## src/logic/pct_pkg.sv

```systemverilog
`default_nettype none
package pct_pkg;

  // ----------------------------------------------------------------
  // Clocking and prescaler
  // ----------------------------------------------------------------
  localparam int unsigned CLK_HZ       = 50_000_000;  // System clock
  localparam int unsigned TICK_HZ      = 8192;        // Base tick rate
  localparam int unsigned TICK_DIV_CYC = CLK_HZ / TICK_HZ;
  localparam logic [5:0]  LAST_OF_64   = 6'h3F;       // 4096->64, 64->1
  localparam logic [5:0]  LAST_OF_60   = 6'h3B;       // 1 Hz -> 1/60 Hz

  // ----------------------------------------------------------------
  // Serial interface identity
  // ----------------------------------------------------------------
  // Arbitrary bus address value, not tied to any part
  localparam logic [6:0] DEV_ADDR_DFLT = 7'h2A;

  // ----------------------------------------------------------------
  // Register offsets, field positions and reset values
  // ----------------------------------------------------------------
  localparam logic [7:0] ADDR_CONTROL_TWO       = 8'h01;
  localparam logic [7:0] ADDR_COUNTDOWN_CONTROL = 8'h0E;
  localparam logic [7:0] ADDR_COUNTDOWN_VALUE   = 8'h0F;
  localparam int unsigned CTL_EN_BIT   = 7;   // countdown_enable
  localparam int unsigned CTL_SEL_LSB  = 0;   // source_clock_select [1:0]
  localparam int unsigned C2_TIE_BIT   = 0;   // countdown_irq_enable
  localparam int unsigned C2_FLAG_BIT  = 2;   // countdown_flag
  localparam int unsigned C2_LPS_BIT   = 4;   // level_or_pulse_select
  localparam logic       RST_EN        = 1'b0;
  localparam logic [1:0] RST_SEL       = 2'h3;
  localparam logic [7:0] RST_VALUE     = 8'h00;
  localparam logic       RST_C2_BIT    = 1'b0;

  // ----------------------------------------------------------------
  // Source clock codes and pulse_auto_reset_time in 8192 Hz ticks
  // ----------------------------------------------------------------
  localparam logic [1:0] SRC_4096HZ = 2'h0;
  localparam logic [1:0] SRC_64HZ   = 2'h1;
  localparam logic [1:0] SRC_1HZ    = 2'h2;
  localparam logic [1:0] SRC_1_60HZ = 2'h3;
  localparam logic [7:0] RTN_122US_TICKS   = 8'h01;
  localparam logic [7:0] RTN_244US_TICKS   = 8'h02;
  localparam logic [7:0] RTN_7813US_TICKS  = 8'h40;
  localparam logic [7:0] RTN_15625US_TICKS = 8'h80;

  // Aligned one-cycle tick enables from the prescaler
  typedef struct packed {
    logic t8192;
    logic t4096;
    logic t64;
    logic t1;
    logic t60;
  } pct_tick_s;

  // One committed register write from the serial interface
  typedef struct packed {
    logic       ctl;
    logic       val;
    logic       c2;
    logic [7:0] data;
  } pct_wr_s;

endpackage
`default_nettype wire

```

## src/logic/pct_sync.sv

```systemverilog
`timescale 1ns/1ps
`default_nettype none
module pct_sync #(
  parameter int unsigned W = 2
) (
  input  wire logic         clock,
  input  wire logic         rst_n,
  input  wire logic [W-1:0] d_i,
  output logic      [W-1:0] q_o
);

  // ----------------------------------------------------------------
  // Three-stage capture with agreement filter
  // ----------------------------------------------------------------
  logic [W-1:0] s1_r;   // Metastability catcher, read only by s2
  logic [W-1:0] s2_r;   // Second stage
  logic [W-1:0] s3_r;   // Third stage
  logic [W-1:0] q_nxt;  // Filtered level next value

  // A bit changes only once stages two and three agree
  always_comb
  begin
    for (int i = 0; i < W; i++)
    begin
      q_nxt[i] = (s2_r[i] == s3_r[i]) ? s2_r[i] : q_o[i];
    end
  end

  // Pins idle high on an open-drain bus, so reset to one
  always_ff @(posedge clock or negedge rst_n)
  begin
    if (!rst_n)
    begin
      s1_r <= '1;
      s2_r <= '1;
      s3_r <= '1;
      q_o  <= '1;
    end
    else
    begin
      s1_r <= d_i;
      s2_r <= s1_r;
      s3_r <= s2_r;
      q_o  <= q_nxt;
    end
  end

endmodule
`default_nettype wire

```

## src/logic/pct_prescaler.sv

```systemverilog
`timescale 1ns/1ps
`default_nettype none
module pct_prescaler #(
  parameter int unsigned DIV_CYC = pct_pkg::TICK_DIV_CYC
) (
  input  wire logic              clock,
  input  wire logic              rst_n,
  output pct_pkg::pct_tick_s     tick_o
);

  // ----------------------------------------------------------------
  // Divider chain state
  // ----------------------------------------------------------------
  logic [15:0]        div_r;    // Cycles within one 8192 Hz tick
  logic [15:0]        div_nxt;
  logic               ph_r;     // Halves 8192 Hz into 4096 Hz
  logic               ph_nxt;
  logic [5:0]         c64_r;    // 4096 Hz ticks per 64 Hz tick
  logic [5:0]         c64_nxt;
  logic [5:0]         c1_r;     // 64 Hz ticks per 1 Hz tick
  logic [5:0]         c1_nxt;
  logic [5:0]         c60_r;    // 1 Hz ticks per minute
  logic [5:0]         c60_nxt;
  pct_pkg::pct_tick_s tick_nxt;

  // Every slower tick coincides with a faster one, so all periods
  // of the timer start on the same 8192 Hz boundary
  always_comb
  begin
    tick_nxt.t8192 = (div_r == 16'(DIV_CYC - 1));
    tick_nxt.t4096 = tick_nxt.t8192 && ph_r;
    tick_nxt.t64   = tick_nxt.t4096 && (c64_r == pct_pkg::LAST_OF_64);
    tick_nxt.t1    = tick_nxt.t64 && (c1_r == pct_pkg::LAST_OF_64);
    tick_nxt.t60   = tick_nxt.t1 && (c60_r == pct_pkg::LAST_OF_60);
    div_nxt = tick_nxt.t8192 ? 16'h0000 : div_r + 16'h0001;
    ph_nxt  = tick_nxt.t8192 ? !ph_r : ph_r;
    c64_nxt = tick_nxt.t4096 ? c64_r + 6'h01 : c64_r;
    c1_nxt  = tick_nxt.t64 ? c1_r + 6'h01 : c1_r;
    c60_nxt = tick_nxt.t1 ? (tick_nxt.t60 ? 6'h00 : c60_r + 6'h01)
                          : c60_r;
  end

  // Free running; never reset by the timer so periods stay exact
  always_ff @(posedge clock or negedge rst_n)
  begin
    if (!rst_n)
    begin
      div_r  <= 16'h0000;
      ph_r   <= 1'b0;
      c64_r  <= 6'h00;
      c1_r   <= 6'h00;
      c60_r  <= 6'h00;
      tick_o <= '0;
    end
    else
    begin
      div_r  <= div_nxt;
      ph_r   <= ph_nxt;
      c64_r  <= c64_nxt;
      c1_r   <= c1_nxt;
      c60_r  <= c60_nxt;
      tick_o <= tick_nxt;
    end
  end

endmodule
`default_nettype wire

```

## src/logic/pct_timer.sv

```systemverilog
// Overview of operation
// Host clears enable, irq enable, flag first
// Value register doubles as one RAM byte
// Select code picks 4096, 64, 1, 1/60 Hz
// Counting starts on ack clock after write
// Later periods last reload times source period
// First period uncertain by one source period
// Slow sources share the same first-period bound
// Reload 1..255 valid, zero halts counting
// Terminal count sets flag; only host clears
// Reading value register returns live count
// Host reads counter twice and compares
// Irq enable gates pin; mode picks pulse/level
// Level pin follows flag, one interrupt only
// Disabled irq terminal count leaves pin high
// Level mode: enable low stops, pin kept
// Level mode: clearing flag releases pin
// Pulse mode pulses every count, sets flag
// At zero, event fires and counter reloads
// Pulse lasts auto-reset time, self-releases
// Pulse mode: flag clear keeps running pulse
// Pulse mode: irq enable low releases pin
// Pulse mode: enable low stops, pulse finishes
// Pulse width from source and reload one
// Control: enable bit 7, select bits 1:0
// Control two: irq enable 0, flag 2, mode 4
// Interface writes synchronised before use
`timescale 1ns/1ps
`default_nettype none
module pct_timer #(
  parameter int unsigned DIV_CYC  = pct_pkg::TICK_DIV_CYC,
  parameter logic [6:0]  DEV_ADDR = pct_pkg::DEV_ADDR_DFLT
) (
  input  wire logic clock,
  input  wire logic rst_n,
  input  wire logic scl_i,
  input  wire logic sda_i,
  output logic      sda_o,
  output logic      sda_oe,
  output logic      int_n
);

  // ----------------------------------------------------------------
  // Pin capture and edge detection
  // ----------------------------------------------------------------
  logic [1:0]         pin_f;     // Filtered {scl, sda}
  logic [1:0]         prev_r;    // Filtered levels one cycle ago
  logic               scl_rise;
  logic               scl_fall;
  logic               start_c;   // Start or repeated start
  logic               stop_c;
  pct_pkg::pct_tick_s tick;

  // interface sync
  pct_sync #(
    .W (2)
  ) u_sync (
    .clock (clock),
    .rst_n (rst_n),
    .d_i   ({scl_i, sda_i}),
    .q_o   (pin_f)
  );

  pct_prescaler #(
    .DIV_CYC (DIV_CYC)
  ) u_presc (
    .clock  (clock),
    .rst_n  (rst_n),
    .tick_o (tick)
  );

  // Bus conditions on the filtered levels only
  always_comb
  begin
    scl_rise = pin_f[1] && !prev_r[1];
    scl_fall = !pin_f[1] && prev_r[1];
    start_c  = pin_f[1] && prev_r[1] && prev_r[0] && !pin_f[0];
    stop_c   = pin_f[1] && prev_r[1] && !prev_r[0] && pin_f[0];
  end

  always_ff @(posedge clock or negedge rst_n)
  begin
    if (!rst_n)
    begin
      prev_r <= 2'h3;
    end
    else
    begin
      prev_r <= pin_f;
    end
  end

  // ----------------------------------------------------------------
  // Timer register state
  // ----------------------------------------------------------------
  logic             en_r, en_nxt;         // countdown_enable
  logic [1:0]       sel_r, sel_nxt;       // source_clock_select
  logic [7:0]       reload_r, reload_nxt; // Preset value
  logic [7:0]       cnt_r, cnt_nxt;       // Live countdown
  logic             tie_r, tie_nxt;       // countdown_irq_enable
  logic             flag_r, flag_nxt;     // countdown_flag
  logic             lps_r, lps_nxt;       // level_or_pulse_select
  logic [7:0]       pulse_r, pulse_nxt;   // Ticks left of the pulse
  logic             int_n_nxt;
  logic             src_tick;             // Selected source tick
  logic             tc_w;                 // Terminal count event
  logic             start_w;              // Enable rising by write
  logic [7:0]       plen_w;               // Pulse length for now
  pct_pkg::pct_wr_s wr_r, wr_nxt;         // Committed write

  // Read view of the three registers
  function automatic logic [7:0] rd_byte(input logic [7:0] a);
    logic [7:0] b;
    b = 8'h00;
    unique case (a)
      pct_pkg::ADDR_CONTROL_TWO:
      begin
        b[pct_pkg::C2_TIE_BIT]  = tie_r;
        b[pct_pkg::C2_FLAG_BIT] = flag_r;
        b[pct_pkg::C2_LPS_BIT]  = lps_r;
      end
      pct_pkg::ADDR_COUNTDOWN_CONTROL:
      begin
        b[pct_pkg::CTL_EN_BIT] = en_r;
        b[pct_pkg::CTL_SEL_LSB +: 2] = sel_r;
      end
      // live count
      pct_pkg::ADDR_COUNTDOWN_VALUE: b = cnt_r;
      default: b = 8'h00;
    endcase
    return b;
  endfunction

  // ----------------------------------------------------------------
  // Serial slave
  // ----------------------------------------------------------------
  typedef enum logic [3:0] {
    I_IDLE, I_ADDR, I_ADACK, I_PTR, I_PACK, I_WR, I_WACK, I_RD, I_RACK
  } pct_i2c_e;

  pct_i2c_e   st_r, st_nxt;
  logic [2:0] bc_r, bc_nxt;   // Bit within the byte
  logic [7:0] sh_r, sh_nxt;   // Shift register both ways
  logic [7:0] ptr_r, ptr_nxt; // Register pointer, auto increments
  logic       rw_r, rw_nxt;   // Read direction of this transfer
  logic       oe_r, oe_nxt;   // Pulls SDA low while set
  logic [7:0] rd_w;           // Byte to send next

  // Data shifts on SCL rise, SDA changes only after SCL falls
  always_comb
  begin
    st_nxt  = st_r;
    bc_nxt  = bc_r;
    sh_nxt  = sh_r;
    ptr_nxt = ptr_r;
    rw_nxt  = rw_r;
    oe_nxt  = oe_r;
    wr_nxt  = '0;
    rd_w    = rd_byte(ptr_r);
    if (start_c)
    begin
      st_nxt = I_ADDR;
      bc_nxt = 3'h0;
      oe_nxt = 1'b0;
    end
    else if (stop_c)
    begin
      st_nxt = I_IDLE;
      oe_nxt = 1'b0;
    end
    else
    begin
      unique case (st_r)
        I_IDLE: ;
        // Receive a byte of address, pointer or data
        I_ADDR, I_PTR, I_WR:
          if (scl_rise)
          begin
            sh_nxt = {sh_r[6:0], pin_f[0]};
            bc_nxt = bc_r + 3'h1;
            if (bc_r == 3'h7)
            begin
              if (st_r == I_PTR)
                st_nxt = I_PACK;
              else if (st_r == I_WR)
                st_nxt = I_WACK;
              else if (sh_r[6:0] == DEV_ADDR)
              begin
                st_nxt = I_ADACK;
                rw_nxt = pin_f[0];
              end
              else
                st_nxt = I_IDLE;
            end
          end
        // Acknowledge: drive on first fall; on the second release, or for a read drive the first data bit
        I_ADACK, I_PACK, I_WACK:
        begin
          if (scl_rise && oe_r && st_r == I_PACK)
            ptr_nxt = sh_r;
          // commit on ack clock rise
          if (scl_rise && oe_r && st_r == I_WACK)
          begin
            wr_nxt.ctl  = (ptr_r == pct_pkg::ADDR_COUNTDOWN_CONTROL);
            wr_nxt.val  = (ptr_r == pct_pkg::ADDR_COUNTDOWN_VALUE);
            wr_nxt.c2   = (ptr_r == pct_pkg::ADDR_CONTROL_TWO);
            wr_nxt.data = sh_r;
            ptr_nxt     = ptr_r + 8'h01;
          end
          if (scl_fall && !oe_r)
            oe_nxt = 1'b1;
          else if (scl_fall && st_r == I_ADACK && rw_r)
          begin
            st_nxt = I_RD;
            sh_nxt = rd_w;
            oe_nxt = !rd_w[7];
            bc_nxt = 3'h0;
          end
          else if (scl_fall)
          begin
            oe_nxt = 1'b0;
            st_nxt = (st_r == I_ADACK) ? I_PTR : I_WR;
          end
        end
        // Transmit: next bit after each fall, release after eight
        I_RD:
          if (scl_fall && bc_r == 3'h7)
          begin
            oe_nxt = 1'b0;
            st_nxt = I_RACK;
          end
          else if (scl_fall)
          begin
            bc_nxt = bc_r + 3'h1;
            sh_nxt = {sh_r[6:0], 1'b0};
            oe_nxt = !sh_r[6];
          end
        // Host acknowledge; a high level ends the read
        I_RACK:
          if (scl_rise)
          begin
            ptr_nxt = ptr_r + 8'h01;
            if (pin_f[0])
              st_nxt = I_IDLE;
          end
          else if (scl_fall)
          begin
            st_nxt = I_RD;
            sh_nxt = rd_w;
            oe_nxt = !rd_w[7];
            bc_nxt = 3'h0;
          end
      endcase
    end
  end

  always_ff @(posedge clock or negedge rst_n)
  begin
    if (!rst_n)
    begin
      st_r   <= I_IDLE;
      bc_r   <= 3'h0;
      sh_r   <= 8'h00;
      ptr_r  <= 8'h00;
      rw_r   <= 1'b0;
      oe_r   <= 1'b0;
      wr_r   <= '0;
      sda_o  <= 1'b0;
      sda_oe <= 1'b0;
    end
    else
    begin
      st_r   <= st_nxt;
      bc_r   <= bc_nxt;
      sh_r   <= sh_nxt;
      ptr_r  <= ptr_nxt;
      rw_r   <= rw_nxt;
      oe_r   <= oe_nxt;
      wr_r   <= wr_nxt;
      sda_o  <= 1'b0;
      sda_oe <= oe_nxt;
    end
  end

  // ----------------------------------------------------------------
  // Countdown, flag and interrupt pin
  // ----------------------------------------------------------------
  always_comb
  begin
    // source select
    unique case (sel_r)
      pct_pkg::SRC_4096HZ: src_tick = tick.t4096;
      pct_pkg::SRC_64HZ:   src_tick = tick.t64;
      pct_pkg::SRC_1HZ:    src_tick = tick.t1;
      pct_pkg::SRC_1_60HZ: src_tick = tick.t60;
    endcase
    // pulse width
    unique case (sel_r)
      pct_pkg::SRC_4096HZ:
        plen_w = (reload_r == 8'h01) ? pct_pkg::RTN_122US_TICKS
                                     : pct_pkg::RTN_244US_TICKS;
      pct_pkg::SRC_64HZ:
        plen_w = (reload_r == 8'h01) ? pct_pkg::RTN_7813US_TICKS
                                     : pct_pkg::RTN_15625US_TICKS;
      default: plen_w = pct_pkg::RTN_15625US_TICKS;
    endcase
    // decrement from one is the event
    tc_w    = en_r && src_tick && (cnt_r == 8'h01);
    start_w = wr_r.ctl && wr_r.data[pct_pkg::CTL_EN_BIT] && !en_r;
    // control fields
    en_nxt  = wr_r.ctl ? wr_r.data[pct_pkg::CTL_EN_BIT] : en_r;
    sel_nxt = wr_r.ctl ? wr_r.data[pct_pkg::CTL_SEL_LSB +: 2] : sel_r;
    // control two fields
    tie_nxt = wr_r.c2 ? wr_r.data[pct_pkg::C2_TIE_BIT] : tie_r;
    lps_nxt = wr_r.c2 ? wr_r.data[pct_pkg::C2_LPS_BIT] : lps_r;
    // plain storage
    reload_nxt = wr_r.val ? wr_r.data : reload_r;
    // Idle counter mirrors the preset so reads see the stored byte;
    // a value write takes effect at once even while running
    if (wr_r.val)
      cnt_nxt = wr_r.data;
    // start load or hold
    else if (start_w || !en_r)
      cnt_nxt = reload_r;
    // auto reload
    else if (tc_w)
      cnt_nxt = reload_r;
    // zero halts; R5 one step per source tick
    else if (src_tick && cnt_r != 8'h00)
      cnt_nxt = cnt_r - 8'h01;
    else
      cnt_nxt = cnt_r;
    // set wins over a clear in the same cycle
    flag_nxt = flag_r;
    if (wr_r.c2 && !wr_r.data[pct_pkg::C2_FLAG_BIT])
      flag_nxt = 1'b0;
    if (tc_w)
      flag_nxt = 1'b1;
    // pulse on every event
    if (tc_w && lps_r && tie_r)
      pulse_nxt = plen_w;
    // irq enable off cuts the pulse
    else if (!tie_r)
      pulse_nxt = 8'h00;
    // pulse runs out on its own
    else if (tick.t8192 && pulse_r != 8'h00)
      pulse_nxt = pulse_r - 8'h01;
    else
      pulse_nxt = pulse_r;
    // gate and mode
    int_n_nxt = !(tie_r && (lps_r ? (pulse_r != 8'h00) : flag_r));
  end

  always_ff @(posedge clock or negedge rst_n)
  begin
    if (!rst_n)
    begin
      en_r     <= pct_pkg::RST_EN;
      sel_r    <= pct_pkg::RST_SEL;
      reload_r <= pct_pkg::RST_VALUE;
      cnt_r    <= pct_pkg::RST_VALUE;
      tie_r    <= pct_pkg::RST_C2_BIT;
      flag_r   <= pct_pkg::RST_C2_BIT;
      lps_r    <= pct_pkg::RST_C2_BIT;
      pulse_r  <= 8'h00;
      int_n    <= 1'b1;
    end
    else
    begin
      en_r     <= en_nxt;
      sel_r    <= sel_nxt;
      reload_r <= reload_nxt;
      cnt_r    <= cnt_nxt;
      tie_r    <= tie_nxt;
      flag_r   <= flag_nxt;
      lps_r    <= lps_nxt;
      pulse_r  <= pulse_nxt;
      int_n    <= int_n_nxt;
    end
  end
endmodule
`default_nettype wire

```

## config.mk

```make
export PLATFORM = sky130hd
export DESIGN_NAME = pct_timer
export DESIGN_NICKNAME = d
export VERILOG_FILES = /design/src/logic/pct_pkg.sv /design/src/logic/pct_sync.sv /design/src/logic/pct_prescaler.sv /design/src/logic/pct_timer.sv
export SDC_FILE = /design/constraint.sdc
export NUM_CORES = 1
export LEC_CHECK = 0
export BUFFER_PORTS_ARGS = -buffer_cell sky130_fd_sc_hd__buf_2
export CAP_MARGIN = 20
export CORE_UTILIZATION = 35
export DETAILED_ROUTE_END_ITERATION = 6
export GPL_TIMING_DRIVEN = 0
export PLACE_DENSITY = 0.52
export SETUP_SLACK_MARGIN = 0.02
export SLEW_MARGIN = 20
export SYNTH_ARGS = -nofsm -noshare
export SYNTH_HDL_FRONTEND = slang
export SYNTH_SLANG_ARGS = --single-unit
```

## constraint.sdc

```tcl
create_clock -name clock -period 4.6 [get_ports clock]
set_input_delay 0.46 -clock clock [delete_from_list [all_inputs] [get_ports clock]]
set_output_delay 0.46 -clock clock [all_outputs]
set_load 0.01 [all_outputs]
```

======== Yosys cells after proc, flatten, opt, wreduce, memory -nomap -nowiden ========
Index checks and enable logic that the tools add are counted.
operators by class
  add/subtract/negate cells ............... 8
  equal/unequal tests ..................... 53
  multiplexer cells ....................... 75
  bitwise gates (word level) .............. 4
  reduce and logical (&&, ||, !) cells .... 58
operators by type and width
  kind                                               number
  2-to-1 mux 8 bit                                   18
  2-to-1 mux 11 bit                                  4
  2-to-1 mux 4 bit                                   11
  2-to-1 mux 3 bit                                   12
  one-hot mux 8 bit (2 select lines)                 2
  one-hot mux 8 bit (4 select lines)                 1
  logical AND 1 bit                                  28
  == test 8 x 1 -> 1 bit (second input constant)     3
  inequality test 3 bit (second input constant)      8
  inequality test 4 bit (second input constant)      6
  adder 6 x 1 -> 6 bit (second input constant)       3
  == test 6 bit (second input constant)              3
  inequality test 2 bit (second input constant)      9
  adder 16 x 1 -> 16 bit (second input constant)     1
  == test 16 x 13 -> 1 bit (second input constant)   1
  == test 4 x 3 -> 1 bit (second input constant)     4
  == test 8 x 4 -> 1 bit (second input constant)     2
  2-to-1 mux 16 bit                                  1
  one-hot mux 4 bit (4 select lines)                 1
  AND reduction 8 bit                                2
  nonzero test 8 bit                                 2
  subtractor 8 x 1 -> 8 bit (second input constant)  2
  inequality test 5 bit (second input constant)      3
  2-to-1 mux 1 bit                                   13
  other kinds (31)                                   58
word-level totals
  bits in registers ....................... 117
  input bits .............................. 4
  output and inout bits ................... 3
  logic and storage cells ................. 233

======== Depth between registers and ports, before layout ========
  word-level depth ........................ 9
  gate-level depth with buffers ........... 9
  gate-level depth less buffers ........... 7

======== Hierarchy ========
Synthesis repeated with hierarchy kept, for this count alone.
unflattened totals
  cells, all modules ...................... 627
  area total of the unflattened synthesis .. 6,316.1 um2
modules (own cells, without submodules)
  module         instances  cells an instance  area an instance (um2)  sequential area each (um2)
  pct_timer      1          449                4,221.5                 1,732.9
  pct_prescaler  1          168                1,861.8                 1,001.0
  pct_sync       1          10                 232.7                   210.2

======== Least setup slack after synthesis ========
No wires, ideal clock.
  path kind ............................... reg2reg
  from .................................... register u_sync.q_o[1]
  to ...................................... register sh_r[0]
  setup time .............................. 0.125 ns
  arrival time ............................ 2.025 ns
  data required time ...................... 4.475 ns
  path slack .............................. 2.450 ns
  stages on the path, launching flop included .. 8
  path buffers ............................ 1
  period minus slack after synthesis ...... 2.150 ns
  cells stage by stage .................... dfstp_2 > inv_1 > ha_1 > buf_1 > nand4_1 > nand3_1 > nor3_4 > mux2_2
on the way
  word-level cells in the longest chain between the ends .. 6
  elaborated cells between the ends (all ways) .. 22
  classes of those cells .................. eq/ne: 7; bitwise: 2; reduce/logical: 13
ends and longest elaborated chain
  element                           line              RTL
  start, declared                   pct_sync.sv:9     output logic [W-1:0] q_o
  start signal, assigned            pct_sync.sv:44    q_o <= q_nxt;
  logical NOT 1 bit                 pct_timer.sv:76   scl_fall = !pin_f[1] && prev_r[1];
  logical AND 1 bit                 pct_timer.sv:76
  logical AND 1 bit (2 in series)   pct_timer.sv:212  else if (scl_fall && st_r == I_ADACK && rw_r)
  inequality test 2 bit (no line)   -
  AND reduction 10 bit (no line) *  -
  end signal, assigned              pct_timer.sv:275  sh_r <= sh_nxt;
  end, declared                     pct_timer.sv:143  logic [7:0] sh_r, sh_nxt;
Every way passes the cells marked *; elsewhere a longest branch is shown, timed or not.
A chain may end at the register's enable or synchronous reset.

======== Worst setup path after layout ========
  from .................................... register u_sync.q_o[1]
  to ...................................... register sh_r[6]
The elaborated chain is that of the path after synthesis.

==> metrics.md <==
| Metric | Value |
|---|---|
| Sequential share of power | `0.364` |
| Clock sink total | `117` |
| Worst-path maximum fanout | `10` |
| Pin count of the biggest net entering global routing | `68` |
| Synth unique cells | `78` |
| Largest area contributor in the netlist | `dfrtp_1` |
| Buf/Inv on CP | `2` |
| DP HPWL | `around 10000 µm` |
| Synth area leaders | `dfrtp_1 (41%), dfstp_2 (5.4%), ha_1 (3.4%)` |
| Yosys reg bits | `117` |
| Final Cell Area | `approximately 7200 µm²` |
| Worst Setup End Kind | `flop` |
| First-pass GRT wire length | `around 24,000 µm` |
| Root buf cell | `clkbuf_16` |
| Power Dens Cells | `467 nW/µm²` |
| Cell Rows | `48` |
| Period utilisation layout | `0.545` |
| Worst vdd ir | `roughly 270 µV` |
| Area share of the leading cell type in the synthesized netlist | `0.413` |
| Dpl ws | `~2.1 ns` |
| Clock Tree Buf Depth | `2` |
| Inserted Clock Buffers | `17` |
| Avg WL per Cell | `15.7 µm` |
| Die height | `136 µm` |
| H-tree Lvls | `4` |
| Met3 GRT Util | `0.0425` |
| RSZ-0062 raised after global routing | `false` |
| Fin cells | `892` |
| Mean Syn Cell Area | `~10 µm²` |
| WHS | `-0.00678 ns` |
| Die X | `between 100 and 150 µm` |
| Vias per inst | `between 5 and 6` |
| DRT Wirelength | `approximately 14,000 µm` |
| Synth Instances | `roughly 630` |
| Top FF cell, synth | `dfrtp_1` |
| GP Congestion | `0.844` |
| Violated checks | `negative hold slack` |
| Dpl cell area | `roughly 6600 µm²` |
| Starting DRT DRC Count | `260` |
| Routed vias | `between 4,000 and 5,000` |
| Switching share of power | `0.311` |
| Post-route setup slack | `2.09 ns` |
| Max Slew Vio Count | `0` |
| Slew HR | `0.555` |
| Hold_buf cts | `0` |
| Initial antenna violation count | `0` |
| Max-cap violations | `0` |
| Met1 Use GR | `0.222` |
| Critical Path AT | `2.80 ns` |
| Max Freq | `399 MHz` |
| Synthesized area | `6310 µm²` |
| PortBufs | `5` |
| Crit-path slowest cell | `dfstp_2` |
| Clock network fraction of total power | `0.388` |
| Post-CTS Setup Inserts | `0` |
| Fillers | `between 1,500 and 2,000` |
| Multi-input gate area | `roughly 3100 µm²` |
| Nets | `approximately 680` |
| Minimum clock period | `~2.5 ns` |
| Async SR Flop Fraction | `1.00` |
| Share of cells above drive strength 1 | `0.139` |
| Number of flops mapped to enable cells by yosys | `0` |
| Total track usage | `0.165` |
| Ys Warns | `0` |
| Die Area | `18,600 µm²` |
| Combinational cell fraction of total power | `0.248` |
| Routing usage on met2 | `0.248` |
| Syn_nets | `650` |
| Outcome | `finished, violations left` |
| Sequential area share after synthesis | `0.467` |
| Io pins | `7` |
| Vias in the first global route | `about 4,800` |
| Core box area | `between 15,000 and 20,000 µm²` |
| Setup TNS | `0 ns` |
| Resized cells post-CTS | `0` |
| Leak pwr | `3.16 nW` |
| Drt drc | `0` |
| Final Skew | `0.00742 ns` |
| Endpoints failing setup | `0` |
| CP max stage delay | `approximately 0.57 ns` |
| Initial Util | `0.362` |
| Post-route antenna net violation count | `0` |
| Clk slew on worst S/H paths | `approximately 0.05 ns` |
| Drt first pass iters | `4` |
| Antenna Cells | `0` |
| Psw | `between 1 and 1.5 mW` |
| # placed instances | `860` |
| Worst-Skew Late Latency | `between 0.4 and 0.5 ns` |
| Hold crit path type | `in2async` |
| Startpoint type of the worst setup path | `flop` |
| TritonCTS clock tree | `built` |
| Setup CP Type | `reg2reg` |
| GRT overflow | `0` |
| Layout area overhead | `14.8%` |
| Commonest cells after routing, fill and taps aside | `dfrtp_1 (104), nand2_1 (47), nor2_1 (39)` |
| Pint | `2.33 mW` |
| Worst Max-Slew Pin Slew | `approximately 0.66 ns` |
| Fin. Hold Viols | `2` |
| Crit-path leading delay family | `simple AND/OR/NAND/NOR gates` |
| Crit-path cells | `inv_1 -> ha_1 -> buf_1 -> nand4_1 -> nand3_1 -> nor3_4 -> mux2_2` |
| Register area | `slightly below 3000 µm²` |
| Most common cell after layout, fill and taps aside | `dfrtp_1` |
| Worst EP required | `between 4 and 5 ns` |
| GRT Max-Usage Layer | `met2` |
-- sequential cells by signal, summed over array words and instances, names as in the netlist, 2 cells and up --
register,count
u_presc.c64_r,6
pulse_r,8
u_sync.s3_r,2
cnt_r,8
reload_r,8
wr_r,11
u_presc.c60_r,6
ptr_r,8
sh_r,8
u_sync.s2_r,2
sel_r,2
u_sync.q_o,2
bc_r,3
prev_r,2
st_r,4
u_sync.s1_r,2
u_presc.c1_r,6
u_presc.tick_o,5
u_presc.div_r,16
-- per-layer routing --
layer / vias to the layer above / part of all wire
met3: 17 / 0.032
li1: 2335 / -
met1: 2380 / 0.49
met4: 0 / 0.017
met5: - / 0
met2: 66 / 0.46
-- final cells by class --
class                      instances  share of cell area
tap                              225              0.0389
inverter                          29              0.0150
multi-input combinational        456               0.432
clock inverter                     8              0.0137
timing repair buffer               6             0.00813
sequential                       117               0.407
clock buffer                      24              0.0679
buffer                            27              0.0176
-- worst paths after layout --
kind                           startpoint              to  slack [ns]  cells after the start
max                         u_sync.q_o[1]         sh_r[6]        2.09                      7
min                                 rst_n      pulse_r[3]      -0.007                      1
max reg2reg                 u_sync.q_o[1]         sh_r[6]        2.09                      7
min reg2reg                u_sync.s1_r[0]  u_sync.s2_r[0]        0.36                      0
max in group asynchronous           rst_n  u_sync.s3_r[0]        3.87                      2
min in group clock                  scl_i  u_sync.s1_r[1]        0.14                      1
-- cell usage after synthesis (all sizes together), types with 10 or more instances --
cell and instances:
dfrtp 104, nand2 47, nor2 40, nand3 33
o21ai 33, inv 29, a21oi 26, xnor2 19
nor3 18, ha 17, and3 14, clkbuf 14
mux2 14, buf 13, dfstp 13, nand4 13
xor2 13, or4 12, and2 11, mux2i 11
nor2b 11, a2bb2oi 10, nor4 10
-- power groups by stage --
stage / Combinational [mW] / Sequential (mW) / Clock [mW]
after floorplan: 0.649 / 1.21 / 0
after global placement: 0.817 / 1.24 / 0
after detailed placement: 0.834 / 1.25 / 0
after CTS: 0.837 / 1.23 / 1.34
after global routing: 0.934 / 1.24 / 1.38
final: 0.838 / 1.23 / 1.31
-- cells by family (layout without fill, tap and decap cells) --
kind of cell	count (synthesis)	count (layout)	synth area share
other cells	1	1	0.000595
fa+ha+maj	19	19	0.0369
mux	26	26	0.0460
simple gates	247	247	0.226
compound gates	131	131	0.142
buf+inv	56	94	0.0375
xor+xnor	32	32	0.0444
flops	117	117	0.467
-- stage by stage --
step / total power [mW] / hold WS (ns) / util
6_report: 3.38 / -0.00678 / 0.416
5_1_grt: 3.56 / 0.0269 / 0.416
4_1_cts: 3.41 / 0.00508 / 0.416
3_5_place_dp: 2.08 / 0.351 / 0.382
3_3_place_gp: 2.06 / 0.348 / 0.380
2_1_floorplan: 1.86 / 0.164 / -
Power figures use the tool's default switching activity.
